### config.mk
export PLATFORM = sky130hd
export DESIGN_NAME = csr_setpoint_regs
export DESIGN_NICKNAME = d
export VERILOG_FILES = /design/src/csr_pkg.sv /design/src/csr_setpoint_regs.sv
export SDC_FILE = /design/constraint.sdc
export NUM_CORES = 1
export LEC_CHECK = 0
export BUFFER_PORTS_ARGS = -buffer_cell sky130_fd_sc_hd__buf_2
export CORE_MARGIN = 2
export CORE_UTILIZATION = 36
export CTS_CLUSTER_DIAMETER = 50
export DETAILED_ROUTE_END_ITERATION = 6
export PLACE_DENSITY = 0.64
export SKIP_LAST_GASP = 1
export SLEW_MARGIN = 20
export SYNTH_ARGS = -nofsm -noshare
export SYNTH_HDL_FRONTEND = slang
export SYNTH_SLANG_ARGS = --single-unit
### constraint.sdc
create_clock -name mclk_i -period 1.51 [get_ports mclk_i]
set_input_delay 0.0755 -clock mclk_i [delete_from_list [all_inputs] [get_ports mclk_i]]
set_output_delay 0.0755 -clock mclk_i [all_outputs]
set_load 0.03 [all_outputs]
### src/csr_pkg.sv
/*
 * csr_pkg: offsets, field layout, reset values, saturation limits and
 * carrier types of the charger setpoint register bank.
 * assumes the register access front end (serial slave) lives elsewhere.
 */
package csr_pkg;
    localparam int unsigned DATA_W = 8;
    localparam int unsigned ADDR_W = 8;

    // register offsets
    localparam logic [7:0] OFS_BATT_VOLT = 8'h04;
    localparam logic [7:0] OFS_BOOST_THERM = 8'h05;
    localparam logic [7:0] OFS_IN_FLOOR = 8'h06;
    localparam logic [7:0] OFS_CHG_CURR = 8'h07;

    // field widths
    localparam int unsigned BATT_W = 7;
    localparam int unsigned BOOST_W = 6;
    localparam int unsigned THERM_W = 2;
    localparam int unsigned FLOOR_W = 7;
    localparam int unsigned CURR_W = 6;
    localparam int unsigned TIMER_W = 2;

    // field reset values
    localparam logic [6:0] BATT_RST = 7'h1e;
    localparam logic [5:0] BOOST_RST = 6'h19;
    localparam logic [1:0] THERM_RST = 2'h3;
    localparam logic [6:0] FLOOR_RST = 7'h05;
    localparam logic FLOOR_EN_RST = 1'b1;
    localparam logic [5:0] CURR_RST = 6'h13;
    localparam logic [1:0] TIMER_RST = 2'h0;

    // whole-register reset images
    localparam logic [7:0] BATT_VOLT_RST = 8'h3c;
    localparam logic [7:0] BOOST_THERM_RST = 8'h67;
    localparam logic [7:0] IN_FLOOR_RST = 8'h0b;
    localparam logic [7:0] CHG_CURR_RST = 8'h4c;

    // highest code with a distinct setpoint; codes above clamp to it
    localparam logic [6:0] BATT_MAX = 7'h51;
    localparam logic [5:0] BOOST_MAX = 6'h38;
    localparam logic [6:0] FLOOR_MAX = 7'h5f;
    localparam logic [5:0] CURR_MAX = 6'h31;
    // charge current code of 2.5 A; above it the higher protection level is advised
    localparam logic [5:0] CURR_HIGH_LIMIT = 6'h18;

    // thermal threshold in degrees C and extension time in minutes
    localparam logic [7:0] THERM_DEG_0 = 8'h3c;
    localparam logic [7:0] THERM_DEG_1 = 8'h50;
    localparam logic [7:0] THERM_DEG_2 = 8'h64;
    localparam logic [7:0] THERM_DEG_3 = 8'h78;
    localparam logic [7:0] TIMER_MIN_0 = 8'h00;
    localparam logic [7:0] TIMER_MIN_1 = 8'h1e;
    localparam logic [7:0] TIMER_MIN_2 = 8'h2d;
    localparam logic [7:0] TIMER_MIN_3 = 8'h3c;

    // register access request from the serial front end
    typedef struct packed {
        logic wr;
        logic rd;
        logic [ADDR_W-1:0] addr;
        logic [DATA_W-1:0] wdata;
    } csr_req_t;

    // coded setpoints handed to the analog loops, already saturated
    typedef struct packed {
        logic [BATT_W-1:0] battery_regulation_code;
        logic [BOOST_W-1:0] boost_output_voltage_code;
        logic [THERM_W-1:0] thermal_threshold_code;
        logic [FLOOR_W-1:0] input_voltage_floor_code;
        logic input_floor_loop_enable;
        logic [CURR_W-1:0] charge_current_code;
        logic [TIMER_W-1:0] eoc_extension_code;
    } csr_setpoint_t;
endpackage : csr_pkg

### src/csr_setpoint_regs.sv
/*
 * csr_setpoint_regs: four 8-bit setpoint registers of a switching charger
 * (battery voltage, boost voltage and thermal limit, input floor, charge
 * current and end-of-charge extension), with saturated code outputs.
 * assumes a serial slave elsewhere turns bus traffic into one-cycle
 * read/write strobes, and that the global register reset bit is held
 * by its owner until soft_reset_done_o pulses.
 */
`timescale 1ns/1ps

module csr_setpoint_regs (
    input wire logic mclk_i,
    input wire logic rstn_i,
    input wire csr_pkg::csr_req_t req_i,
    input wire logic soft_reset_i,
    output logic [csr_pkg::DATA_W-1:0] rdata_o,
    output logic rvalid_o,
    output logic addr_hit_o,
    output logic soft_reset_done_o,
    output csr_pkg::csr_setpoint_t setpoint_o,
    output logic [7:0] thermal_threshold_degc_o,
    output logic [7:0] eoc_extension_min_o,
    output logic high_current_hint_o
);
    import csr_pkg::*;

    logic [BATT_W-1:0] batt_q;
    logic [BOOST_W-1:0] boost_q;
    logic [THERM_W-1:0] therm_q;
    logic [FLOOR_W-1:0] floor_q;
    logic floor_en_q;
    logic [CURR_W-1:0] curr_q;
    logic [TIMER_W-1:0] timer_q;
    logic [DATA_W-1:0] rdata_d;
    logic wr_batt;
    logic wr_boost;
    logic wr_floor;
    logic wr_curr;
    logic init;

    // clamp a code to its highest distinct setpoint
    function automatic logic [6:0] sat7(input logic [6:0] code, input logic [6:0] lim);
        sat7 = (code > lim) ? lim : code;
    endfunction : sat7

    function automatic logic [5:0] sat6(input logic [5:0] code, input logic [5:0] lim);
        sat6 = (code > lim) ? lim : code;
    endfunction : sat6

    // hardware reset and the global register reset share one path
    assign init = !rstn_i || soft_reset_i;

    // write decode; writes are dropped while a reset is in force
    assign wr_batt = req_i.wr && (req_i.addr == OFS_BATT_VOLT);
    assign wr_boost = req_i.wr && (req_i.addr == OFS_BOOST_THERM);
    assign wr_floor = req_i.wr && (req_i.addr == OFS_IN_FLOOR);
    assign wr_curr = req_i.wr && (req_i.addr == OFS_CHG_CURR);

    // battery regulation field; bit 0 is reserved and never stored
    always_ff @(posedge mclk_i) begin
        if (init) begin
            batt_q <= BATT_RST;
        end else if (wr_batt) begin
            batt_q <= req_i.wdata[7:1];
        end
    end

    // boost voltage and thermal threshold share one register
    always_ff @(posedge mclk_i) begin
        if (init) begin
            boost_q <= BOOST_RST;
            therm_q <= THERM_RST;
        end else if (wr_boost) begin
            boost_q <= req_i.wdata[7:2];
            therm_q <= req_i.wdata[1:0];
        end
    end

    // input voltage floor code and its loop enable
    always_ff @(posedge mclk_i) begin
        if (init) begin
            floor_q <= FLOOR_RST;
            floor_en_q <= FLOOR_EN_RST;
        end else if (wr_floor) begin
            floor_q <= req_i.wdata[7:1];
            floor_en_q <= req_i.wdata[0];
        end
    end

    // charge current and end-of-charge extension
    always_ff @(posedge mclk_i) begin
        if (init) begin
            curr_q <= CURR_RST;
            timer_q <= TIMER_RST;
        end else if (wr_curr) begin
            curr_q <= req_i.wdata[7:2];
            timer_q <= req_i.wdata[1:0];
        end
    end

    // read mux; raw stored codes are returned, not the saturated ones
    always_comb begin
        rdata_d = '0;
        case (req_i.addr)
            OFS_BATT_VOLT: rdata_d = {batt_q, 1'b0};
            OFS_BOOST_THERM: rdata_d = {boost_q, therm_q};
            OFS_IN_FLOOR: rdata_d = {floor_q, floor_en_q};
            OFS_CHG_CURR: rdata_d = {curr_q, timer_q};
            default: rdata_d = '0;
        endcase
    end

    assign addr_hit_o = (req_i.addr >= OFS_BATT_VOLT) && (req_i.addr <= OFS_CHG_CURR);

    // read data lands one cycle after the strobe and holds until the next read
    always_ff @(posedge mclk_i) begin
        if (!rstn_i) begin
            rdata_o <= '0;
            rvalid_o <= 1'b0;
        end else begin
            rvalid_o <= req_i.rd;
            if (req_i.rd) begin
                rdata_o <= rdata_d;
            end
        end
    end

    // done pulse tells the reset bit owner to clear it; one cycle suffices
    always_ff @(posedge mclk_i) begin
        if (!rstn_i) begin
            soft_reset_done_o <= 1'b0;
        end else begin
            soft_reset_done_o <= soft_reset_i && !soft_reset_done_o;
        end
    end

    // saturated codes; the loops never see a code past the top setpoint
    always_ff @(posedge mclk_i) begin
        if (!rstn_i) begin
            setpoint_o <= '{BATT_RST, BOOST_RST, THERM_RST, FLOOR_RST, FLOOR_EN_RST,
                            CURR_RST, TIMER_RST};
        end else begin
            setpoint_o.battery_regulation_code <= sat7(batt_q, BATT_MAX);
            setpoint_o.boost_output_voltage_code <= sat6(boost_q, BOOST_MAX);
            setpoint_o.thermal_threshold_code <= therm_q;
            setpoint_o.input_voltage_floor_code <= sat7(floor_q, FLOOR_MAX);
            setpoint_o.input_floor_loop_enable <= floor_en_q;
            setpoint_o.charge_current_code <= sat6(curr_q, CURR_MAX);
            setpoint_o.eoc_extension_code <= timer_q;
        end
    end

    // decoded thermal threshold and extension time
    always_ff @(posedge mclk_i) begin
        if (!rstn_i) begin
            thermal_threshold_degc_o <= THERM_DEG_3;
            eoc_extension_min_o <= TIMER_MIN_0;
        end else begin
            case (therm_q)
                2'h0: thermal_threshold_degc_o <= THERM_DEG_0;
                2'h1: thermal_threshold_degc_o <= THERM_DEG_1;
                2'h2: thermal_threshold_degc_o <= THERM_DEG_2;
                default: thermal_threshold_degc_o <= THERM_DEG_3;
            endcase
            case (timer_q)
                2'h0: eoc_extension_min_o <= TIMER_MIN_0;
                2'h1: eoc_extension_min_o <= TIMER_MIN_1;
                2'h2: eoc_extension_min_o <= TIMER_MIN_2;
                default: eoc_extension_min_o <= TIMER_MIN_3;
            endcase
        end
    end

    // advisory only: the protection bit lives elsewhere and the host sets it
    always_ff @(posedge mclk_i) begin
        if (!rstn_i) begin
            high_current_hint_o <= 1'b0;
        end else begin
            high_current_hint_o <= (curr_q > CURR_HIGH_LIMIT);
        end
    end
endmodule : csr_setpoint_regs

==> Word-level counts from Yosys, hierarchy flattened <==
Cells that the tools add are included.
{ "totals": {"output_inout_bits": 59, "register_bits": 89, "input_bits": 21} }
{ "classes": {"n_eq_ne": 8, "bitwise_logic": 1, "reduce_logical": 15, "muxes": 7, "n_lt_le_gt_ge": 7} }
{ "ops": {"columns": ["op", "n"], "rows": [
  ["8-bit by 3-bit equality test with 1-bit output (second input constant)", 4],
  ["8-bit one-hot mux with 4 select lines", 1],
  ["7-bit one-hot mux with 3 select lines", 1],
  ["6-bit one-hot mux with 3 select lines", 1],
  ["7-bit > comparator (second input constant)", 2],
  ["7-bit 2-to-1 mux", 2],
  ["6-bit > comparator (second input constant)", 2],
  ["6-bit 2-to-1 mux", 2],
  ["8-bit by 3-bit greater-or-equal comparator with 1-bit output (second input constant)", 1],
  ["8-bit by 3-bit less-or-equal comparator with 1-bit output (second input constant)", 1],
  ["2-bit OR reduction", 4],
  ["6-bit by 5-bit > comparator with 1-bit output (second input constant)", 1],
  ["1-bit logical AND", 6],
  ["2-bit by 1-bit equality test with 1-bit output (second input constant)", 2],
  ["2-bit equality test (second input constant)", 2],
  ["2-bit logical NOT", 2],
  ["1-bit logical NOT", 2],
  ["1-bit logical OR", 1],
  ["1-bit inverter", 1]
]} }

==> Longest topological paths before layout <==
Gate-level depths: netlist of run 1.
{ "depth": {"depth_word": 2, "ltp_mapped": 5} }

==> Worst setup path after synthesis of run 1 <==
Ideal clock, no wire load.
{ "synth_path": {"kind": "input to register", "from": "in req_i[8] (netlist name)", "to": "reg rdata_o[3] (netlist name)", "path_stages": 3, "arrival_time_ns": 1.013, "setup_slack_ns": 0.380, "path_buffers": 1, "required_time_ns": 1.393, "cell_sequence": "buf_2 mux4_2 a32o_1"} }
{ "synth_between": {"elab_chain_cells": 2, "elab_cells_between_ends": 5, "cone_classes": "4 x eq/ne; 1 x mux"} }
{ "synth_lines": {"columns": ["item", "line_no", "text"], "rows": [
  ["start, declared", "csr_setpoint_regs.sv:14", "input wire csr_pkg::csr_req_t req_i,"],
  ["8-bit by 3-bit equality test with 1-bit output", "csr_setpoint_regs.sv:104", "case (req_i.addr)"],
  ["8-bit one-hot mux with 4 select lines (*)", "csr_setpoint_regs.sv:104", null],
  ["end signal, assigned", "csr_setpoint_regs.sv:123", "rdata_o <= rdata_d;"],
  ["end, declared", "csr_setpoint_regs.sv:16", "output logic [csr_pkg::DATA_W-1:0] rdata_o,"]
]} }
Mark *: on every way between the ends. The rest lies on a longest branch, timed or not.
A chain may end at the register's enable or synchronous reset.

==> Final worst setup path of run 1 <==
{ "layout_path": {"from": "in soft_reset_i", "to": "reg curr_q[5]"} }
{ "layout_between": {"elab_chain_cells": 1} }
{ "layout_lines": {"columns": ["item", "line_no", "text"], "rows": [
  ["start, declared", "csr_setpoint_regs.sv:15", "input wire logic soft_reset_i,"],
  ["1-bit logical OR", "csr_setpoint_regs.sv:51", "assign init = !rstn_i || soft_reset_i;"],
  ["end signal, assigned", "csr_setpoint_regs.sv:96", "curr_q <= req_i.wdata[7:2];"],
  ["end, declared", "csr_setpoint_regs.sv:32", "logic [CURR_W-1:0] curr_q;"]
]} }
No other way between the ends.

==> metrics.md, run 1 <==
| Metric | Value |
|---|---|
| Layout cell share with drive strength beyond 1 | 0.293 |
| Async set-reset flop share out of synthesis | 0 |
| Placed inst area | 3520 um2 |
| Clk pwr share | 0.442 |
| First-pass GRT wire length | 10700 um |
| CP cell instances | dlygate4sd3_1 > buf_2 > nor2b_1 > buf_4 > nand2_1 > mux2i_1 |
| Fin cells | 481 |
| Area Growth Syn to Fin | 24.6% |
| Worst vdd ir | 0.454 mV |
| Seq cells post-synth | 83 |
| Reg power frac | 0.513 |
| Core area | 8220 um2 |
| Post-route cell area | 3810 um2 |
| Ys Warns | 0 |
| Clk Latency, worst-skew pair | 0.33 ns |
| Crit Path Max Fanout | 24 |
| Tcrit/Tclk final | 0.801 |
| Routed length per instance | 14.2 um |
| Req. time, crit path | 1.76 ns |
| Pwr/cell area | 1120 nW/um2 |
| Routed wire length | 6810 um |
| Max_cap viols | 0 |
| Delay-heaviest family, CP | buffers and inverters |
| Vias in the first global route | around 2100 |
| Setup TNS | 0 ns |
| Drc violations | 0 |
| Leak Pwr | 1.84 nW |
| DRT Pass-1 Iters | 5 |
| Root Buffer | clkbuf_8 |
| Fillers | 787 |
| Initial Utilization | 0.373 |
| FMAX | 0.827 GHz |
| Crit Path Category | input port to flip-flop |
| Final min period | 1.21 ns |
| Comb pwr share | 0.045 |
| Hold-fix buffers at CTS | 5 |
| Worst Path Buf+Inv | 3 |
| Vias/cell | about 4.7 |
| Switching power total | a little under 0.9 mW |
| Synthesized area per cell | 10.6 um2 |
| Worst path arrival time | 1.46 ns |
| Die W | 96.2 um |
| Slowest stage delay, CP | 0.53 ns |
| EDFF count, synth | 0 |
| Post-synth cell types | 35 |
| Total Routing Usage GR | 0.154 |
| Largest net degree at the start of global routing | 28 |
| CP endpoint kind | flip-flop |
| Die area | 9260 um2 |
| Clock Path Buffers | 2 |
| Gate Count Post-Synth | slightly below 300 |
| P_int | 3.41 mW |
| CTS tree | built |
| Initial DRC count | about 140 |
| PortBufs | 74 |
| Fin Clk Skew | 0.00468 ns |
| Rows | 33 |
| Startpoint Class | input port |
| Postcts setup bufs | 0 |
| Final Hold Viols | 0 |
| RSZ-0062 raised after global routing | no |
| RePlAce Congestion | approximately 0.8 |
| Slowest-stage cell, CP | dlygate4sd3_1 |
| Post-route ant nets | 0 |
| Ant diodes | 0 |
| Layout net count | 397 |
| Clock sink count | 83 |
| Worst Hold Class | input port to flip-flop |
| Seq/Total Area, Yosys | 0.543 |
| H-Tree Depth | 3 |
| Netlist Area Pre-Place | 3060 um2 |
| Die Ht | 96.2 um |
| Antenna violations before repair | 0 |
| Vias | 2248 |
| Gr ovfl total | 0 |
| Placed cells | 460 |
| Post-CTS sizing | 0 |
| Setup violations, final | 0 |
| Number of top-level pins | 80 |
| TritonCTS buffer count | 9 |
| Post-DP HPWL | 5030 um |
| Count of pins over their slew limit | 0 |
| Status | completed |
| Switching share of power | 0.203 |
| Most common flop cell mapped by yosys | dfxtp_1 |
| Clock Pin Slew Worst Setup and Hold Paths | approximately 0.080 ns |
[final cells by class]
| type | count | area (um2) | share of cell area |
|---|---|---|---|
| sequential | 83 | 1660 | 0.436 |
| multi-input combinational | 181 | 1260 | 0.331 |
| timing repair buffer | 87 | 480 | 0.126 |
| clock buffer | 12 | 145 | 0.0381 |
| tap | 105 | 131 | 0.0344 |
| clock inverter | 4 | 97.6 | 0.0256 |
| inverter | 9 | 33.8 | 0.00886 |
[metrics by stage]
stage                     utilization  setup slack (ns)  hold WS [ns]  total power, mW
after floorplan                     -             0.380         0.189             2.37
after global placement          0.429             0.153         0.317             2.42
after detailed placement        0.429            0.0948         0.320             2.42
after CTS                       0.464             0.321       0.00432             4.32
after global routing            0.464             0.203       0.00644             4.42
final                           0.464             0.300        0.0162             4.27
[synth_stat cells, types with 2 or more instances]
master    count  share of area
mux2i_1      32           0.10
buf_2         3         0.0049
dfxtp_1      83           0.54
ha_1          5          0.020
and2_1        6          0.012
nand2_1      49          0.060
and3_2        2         0.0049
o21a_1        5          0.012
mux4_2        7          0.051
nor2_1       30          0.037
buf_4         7          0.017
nor2b_1       2         0.0041
o21ai_0       3         0.0049
and3_1        5          0.010
nand3_1       2         0.0033
clkbuf_1      8         0.0098
nand2b_1      5          0.010
nand3b_1      4         0.0098
inv_1         9          0.011
a32o_1        8          0.026
[power groups by stage]
stage                     Combinational, mW  Clock (mW)  Sequential (mW)
after floorplan                       0.119           0             2.25
after global placement                0.180           0             2.24
after detailed placement              0.180           0             2.24
after CTS                             0.191        1.94             2.19
after global routing                  0.206        2.02             2.19
final                                 0.191        1.89             2.19
[per-layer routing]
| metal | GRT usage | wire length (um) | share of wire | vias up |
|---|---|---|---|---|
| li1 | - | - | - | 1121 |
| met1 | 0.209 | 3170 | 0.47 | 1040 |
| met2 | 0.237 | 3020 | 0.44 | 82 |
| met3 | 0.0313 | 545 | 0.080 | 5 |
| met4 | 0.0690 | 69 | 0.010 | 0 |
| met5 | 0 | 0 | 0 | - |
[final timing paths]
kind / startpoint / end / slack, ns / cells past startpoint
max reg2reg: floor_q[5] / rdata_o[6] / 0.33 / 2
min: rstn_i / soft_reset_done_o / 0.02 / 3
max: soft_reset_i / curr_q[5] / 0.30 / 6
min reg2reg: soft_reset_done_o / soft_reset_done_o / 0.40 / 1
[cell usage in the layout (no fill, tap or decap)]
cell	instances
bufinv_16	3
and2_2	1
and2_1	6
mux2i_1	32
clkbuf_1	2
conb_1	5
nor2_1	30
nand3_1	2
nand4_2	1
inv_1	9
buf_4	8
mux4_2	7
and3b_1	1
o311a_1	1
a32o_1	8
nand2_1	49
clkinvlp_4	1
nand3_2	1
nor3_1	1
dlygate4sd3_1	5
buf_2	74
nand2b_1	5
and3_1	5
nor2b_1	2
a21oi_1	1
o31ai_1	1
and3_2	2
o21a_1	5
nor4b_4	1
o211ai_1	1
o21ai_0	3
clkbuf_8	10
dfxtp_1	83
and4_2	1
nand3b_1	4
ha_1	5
[worst register-to-register path, stage by stage, from the launching register on]
cell     delay [ns]
dfxtp_1        0.38
mux4_2         0.48
a32o_1         0.22
[flip-flops by register name, indices dropped and copies added (netlist names)]
| signal | count |
|---|---|
| rvalid_o | 1 |
| floor_q | 7 |
| batt_q | 7 |
| timer_q | 2 |
| boost_q | 6 |
| eoc_extension_min_o | 5 |
| floor_en_q | 1 |
| curr_q | 6 |
| therm_q | 2 |
| rdata_o | 8 |
| soft_reset_done_o | 1 |
| thermal_threshold_degc_o | 5 |
| high_current_hint_o | 1 |
| setpoint_o | 31 |
[cells by family after synthesis]
logic type,synth area share
compound gates,0.0531
fa+ha+maj,0.0204
buf+inv,0.0494
flops,0.543
mux,0.156
other cells,0.00122
simple gates,0.177
No activity file was read; power rests on OpenSTA's default activity.
==> inputs of run 2 (changes only) <==
--- a/config.mk
+++ b/config.mk
@@ -5,6 +5,7 @@
 export SDC_FILE = /design/constraint.sdc
 export NUM_CORES = 1
 export LEC_CHECK = 0
+export ABC_AREA = 1
 export BUFFER_PORTS_ARGS = -buffer_cell sky130_fd_sc_hd__buf_2
 export CORE_MARGIN = 2
 export CORE_UTILIZATION = 36
==> constraint.sdc (replaced) <==
create_clock -name mclk_i -period 1.2 [get_ports mclk_i]
set_input_delay 0.06 -clock mclk_i [delete_from_list [all_inputs] [get_ports mclk_i]]
set_output_delay 0.06 -clock mclk_i [all_outputs]
set_load 0.03 [all_outputs]
==> run 2 against run 1 <==
Against the previous run: via count rose by 17%; critical path depth did not move; first-iteration DRC count rose by 7.4%; critical path type unchanged.
==> metrics.md, run 2 <==
| Metric | Value |
|---|---|
| Status | completed (unchanged) |
| Pwr/cell area | 1340 nW/um2 (was 1120 nW/um2) |
| Seq/Total Area, Yosys | 0.526 (was 0.543) |
| Clock Path Buffers | 2 (unchanged) |
| Gate Count Post-Synth | 375 (was 290) |
| Clock Pin Slew Worst Setup and Hold Paths | 0.08 ns (about the same) |
| Post-DP HPWL | 5530 um (was 5030 um) |
| Tcrit/Tclk final | 0.923 |
| CP endpoint kind | flip-flop (unchanged) |
| Max_cap viols | 0 (unchanged) |
| Largest net degree at the start of global routing | 24 (was 28) |
| Seq cells post-synth | 83 (unchanged) |
| Root Buffer | clkbuf_8 (unchanged) |
| Total Routing Usage GR | 0.162 (was 0.154) |
| Most common cell after layout, fill and taps aside | nand2_1 (was dfxtp_1) |
| Layout cell share with drive strength beyond 1 | 0.262 (was 0.293) |
| Worst hold slack | 0.0192 ns (was 0.0162 ns) |
| Count of pins over their slew limit | 0 (unchanged) |
| Rows | 34 (was 33) |
| Gr ovfl total | 0 (unchanged) |
| RSZ-0062 raised after global routing | no (unchanged) |
| Met1 WL | 3530 um (was 3170 um) |
| Initial DRC count | 145 (was 135) |
| Max reg flops | 31 (unchanged) |
| Core area | 8640 um2 (was 8220 um2) |
| Uppermost routed layer | met4 (unchanged) |
| Commonest cells post-synth | 84 x nand2_1, 83 x dfxtp_1, 45 x inv_1 (was 83 x dfxtp_1, 49 x nand2_1, 32 x mux2i_1) |
| Startpoint Class | input port (unchanged) |
| Number of top-level pins | 80 (unchanged) |
| Crit Path Category | input port to flip-flop (unchanged) |
| FMAX | 0.903 GHz |
| Placed inst area | 3630 um2 (was 3520 um2) |
| Post-route ant nets | 0 (unchanged) |
| Area Growth Syn to Fin | 22.8% (was 24.6%) |
| Synthesized area per cell | 8.42 um2 (was 10.6 um2) |
| DRT Pass-1 Iters | 5 (unchanged) |
| Drc violations | 0 (unchanged) |
| Setup TNS | 0 ns (unchanged) |
| Vias | 2631 (was 2248) |
| Async set-reset flop share out of synthesis | 0 (unchanged) |
| Netlist Area Pre-Place | 3160 um2 (was 3060 um2) |
| Setup violations, final | 0 (unchanged) |
| Fin Clk Skew | 0.00570 ns (was 0.00468 ns) |
| Post-route cell area | 3880 um2 (was 3810 um2) |
| Fillers | 910 (was 787) |
| Routed wl met3 | 409 um (was 545 um) |
| Final Hold Viols | 0 (unchanged) |
| Post-synth cell types | 30 (was 35) |
| Most frequent cells in the layout | 84 x nand2_1, 83 x dfxtp_1, 74 x buf_2, 44 x inv_1, 35 x nand3_1 (was 83 x dfxtp_1, 74 x buf_2, 49 x nand2_1, 32 x mux2i_1, 30 x nor2_1) |
| Met2 WL post-DR | 3340 um (was 3020 um) |
| Die Ht | 97.7 um (was 96.2 um) |
| Regs by FF count | setpoint_o (31), rdata_o (8) (unchanged) |
| Req. time, crit path | 1.44 ns (was 1.76 ns) |
| Cell with the most instances after synthesis | nand2_1 (was dfxtp_1) |
| Routed length per instance | 13.0 um (was 14.2 um) |
| Clock sink count | 83 (unchanged) |
| EDFF count, synth | 0 (unchanged) |
| RePlAce Congestion | 0.899 (was 0.811) |
| Ant diodes | 0 (unchanged) |
| Top-area cell type share of the netlist area | 0.526 (was 0.543) |
| Layout net count | 483 (was 397) |
| Most common flop cell mapped by yosys | dfxtp_1 (unchanged) |
| TritonCTS buffer count | 9 (unchanged) |
| Die W | 97.7 um (was 96.2 um) |
| Final Util | 0.449 (was 0.464) |
| PortBufs | 74 (unchanged) |
| Synth top area cells | dfxtp_1 53%, nand2_1 10%, nand3_1 5.5%, inv_1 5.3%, a21oi_1 4.8% (was dfxtp_1 54%, mux2i_1 10%, nand2_1 6.0%, mux4_2 5.1%, nor2_1 3.7%) |
| Initial Utilization | 0.366 (was 0.373) |
| CTS tree | built (unchanged) |
| Ys Warns | 0 (unchanged) |
| Postcts setup bufs | 0 (unchanged) |
| Top reg by flops | setpoint_o (unchanged) |
| Clk Latency, worst-skew pair | 0.35 ns (was 0.33 ns) |
| Vias/cell | 4.62 (was 4.67) |
| Vias in the first global route | 2482 (was 2115) |
| Worst Hold Class | input port to flip-flop (unchanged) |
| First-pass GRT wire length | 12100 um (was 10700 um) |
| H-Tree Depth | 3 (unchanged) |
| Antenna violations before repair | 0 (unchanged) |
| Final min period | 1.11 ns |
| Worst path arrival time | 1.35 ns (was 1.46 ns) |
| Area leader, netlist | dfxtp_1 (unchanged) |
| Leak Pwr | 1.89 nW (was 1.84 nW) |
| Routed wire length | 7410 um (was 6810 um) |
| Worst vdd ir | 0.584 mV (was 0.454 mV) |
| Die area | 9540 um2 (was 9260 um2) |
| Crit Path Max Fanout | 8 (was 24) |
==> run 2: cell count changes in the layout (fill, tap and decap cells not counted), moves of 6 or more <==
cell | previous run | this run
a21oi_1 | 1 | 30
o21ai_1 | 0 | 14
mux4_2 | 7 | 0
inv_1 | 9 | 44
a32o_1 | 8 | 0
nand2_1 | 49 | 84
mux2i_1 | 32 | 0
o211ai_1 | 1 | 12
nand3_1 | 2 | 35
nor2_1 | 30 | 14
and2_1 | 6 | 0
==> run 2: per-stage QoR <==
step	power, mW	setup WS (ns)	cells
floorplan	2.99	0.227	379
global placement	3.07	0.0557	551
finish	5.19	0.0929	570
detailed placement	3.08	-0.0250	551
CTS	5.25	0.0282	570
global route	5.40	0.0244	570
==> run 2: area by class of cell <==
| type | instances | area (um2) | area share |
|---|---|---|---|
| clock buffers | 9 | 124 | 0.0319 |
| repair buffers | 84 | 478 | 0.123 |
| inverters | 52 | 206 | 0.0532 |
| clock inverters | 7 | 91.3 | 0.0235 |
| flip-flops and latches | 83 | 1660 | 0.428 |
| well taps | 108 | 135 | 0.0348 |
| multi-input cells | 227 | 1180 | 0.305 |
==> run 2: worst max-delay path: stages <==
cell and delay [ns]:
dlygate4sd3_1 0.53, buf_2 0.13, nor2_1 0.25, inv_2 0.17, a21oi_1 0.13, o21ai_0 0.08
==> run 2: report_power, final <==
group,internal [mW],total (mW),leakage [nW],switching (mW)
sequential,2.76,2.76,0.670,0.00233
combinational,0.0766,0.261,1.11,0.184
clock,1.17,2.17,0.109,1.00
==> run 2: timing repair <==
item                                   CTS  global route
gates resized for setup                  0             1
endpoints found under the hold margin    4             0
hold buffers                             3             0
setup endpoints to repair                0             2
==> run 2: cells by family (layout without fill, tap and decap cells) <==
family,after synthesis,count (layout),share of synthesized area
simple gates,148,148,0.224
flops,83,83,0.526
compound gates,69,69,0.124
buf+inv,69,152,0.105
fa+ha+maj,5,5,0.0198
other cells,1,5,0.00119
==> run 2: per-layer routing <==
layer	GRT usage	vias up
met1	0.212	1179
li1	-	1362
met5	0	-
met2	0.259	78
met4	0.0588	0
met3	0.0417	12
==> run 2: worst paths after layout <==
path / to / startpoint / cells after the start / slack [ns]
worst max-delay path: therm_q[0] / soft_reset_i / 6 / 0.09
worst min-delay path: timer_q[1] / req_i[1] / 3 / 0.02
worst max register to register: setpoint_o[29] / batt_q[2] / 5 / 0.16
worst min register to register: soft_reset_done_o / soft_reset_done_o / 1 / 0.41
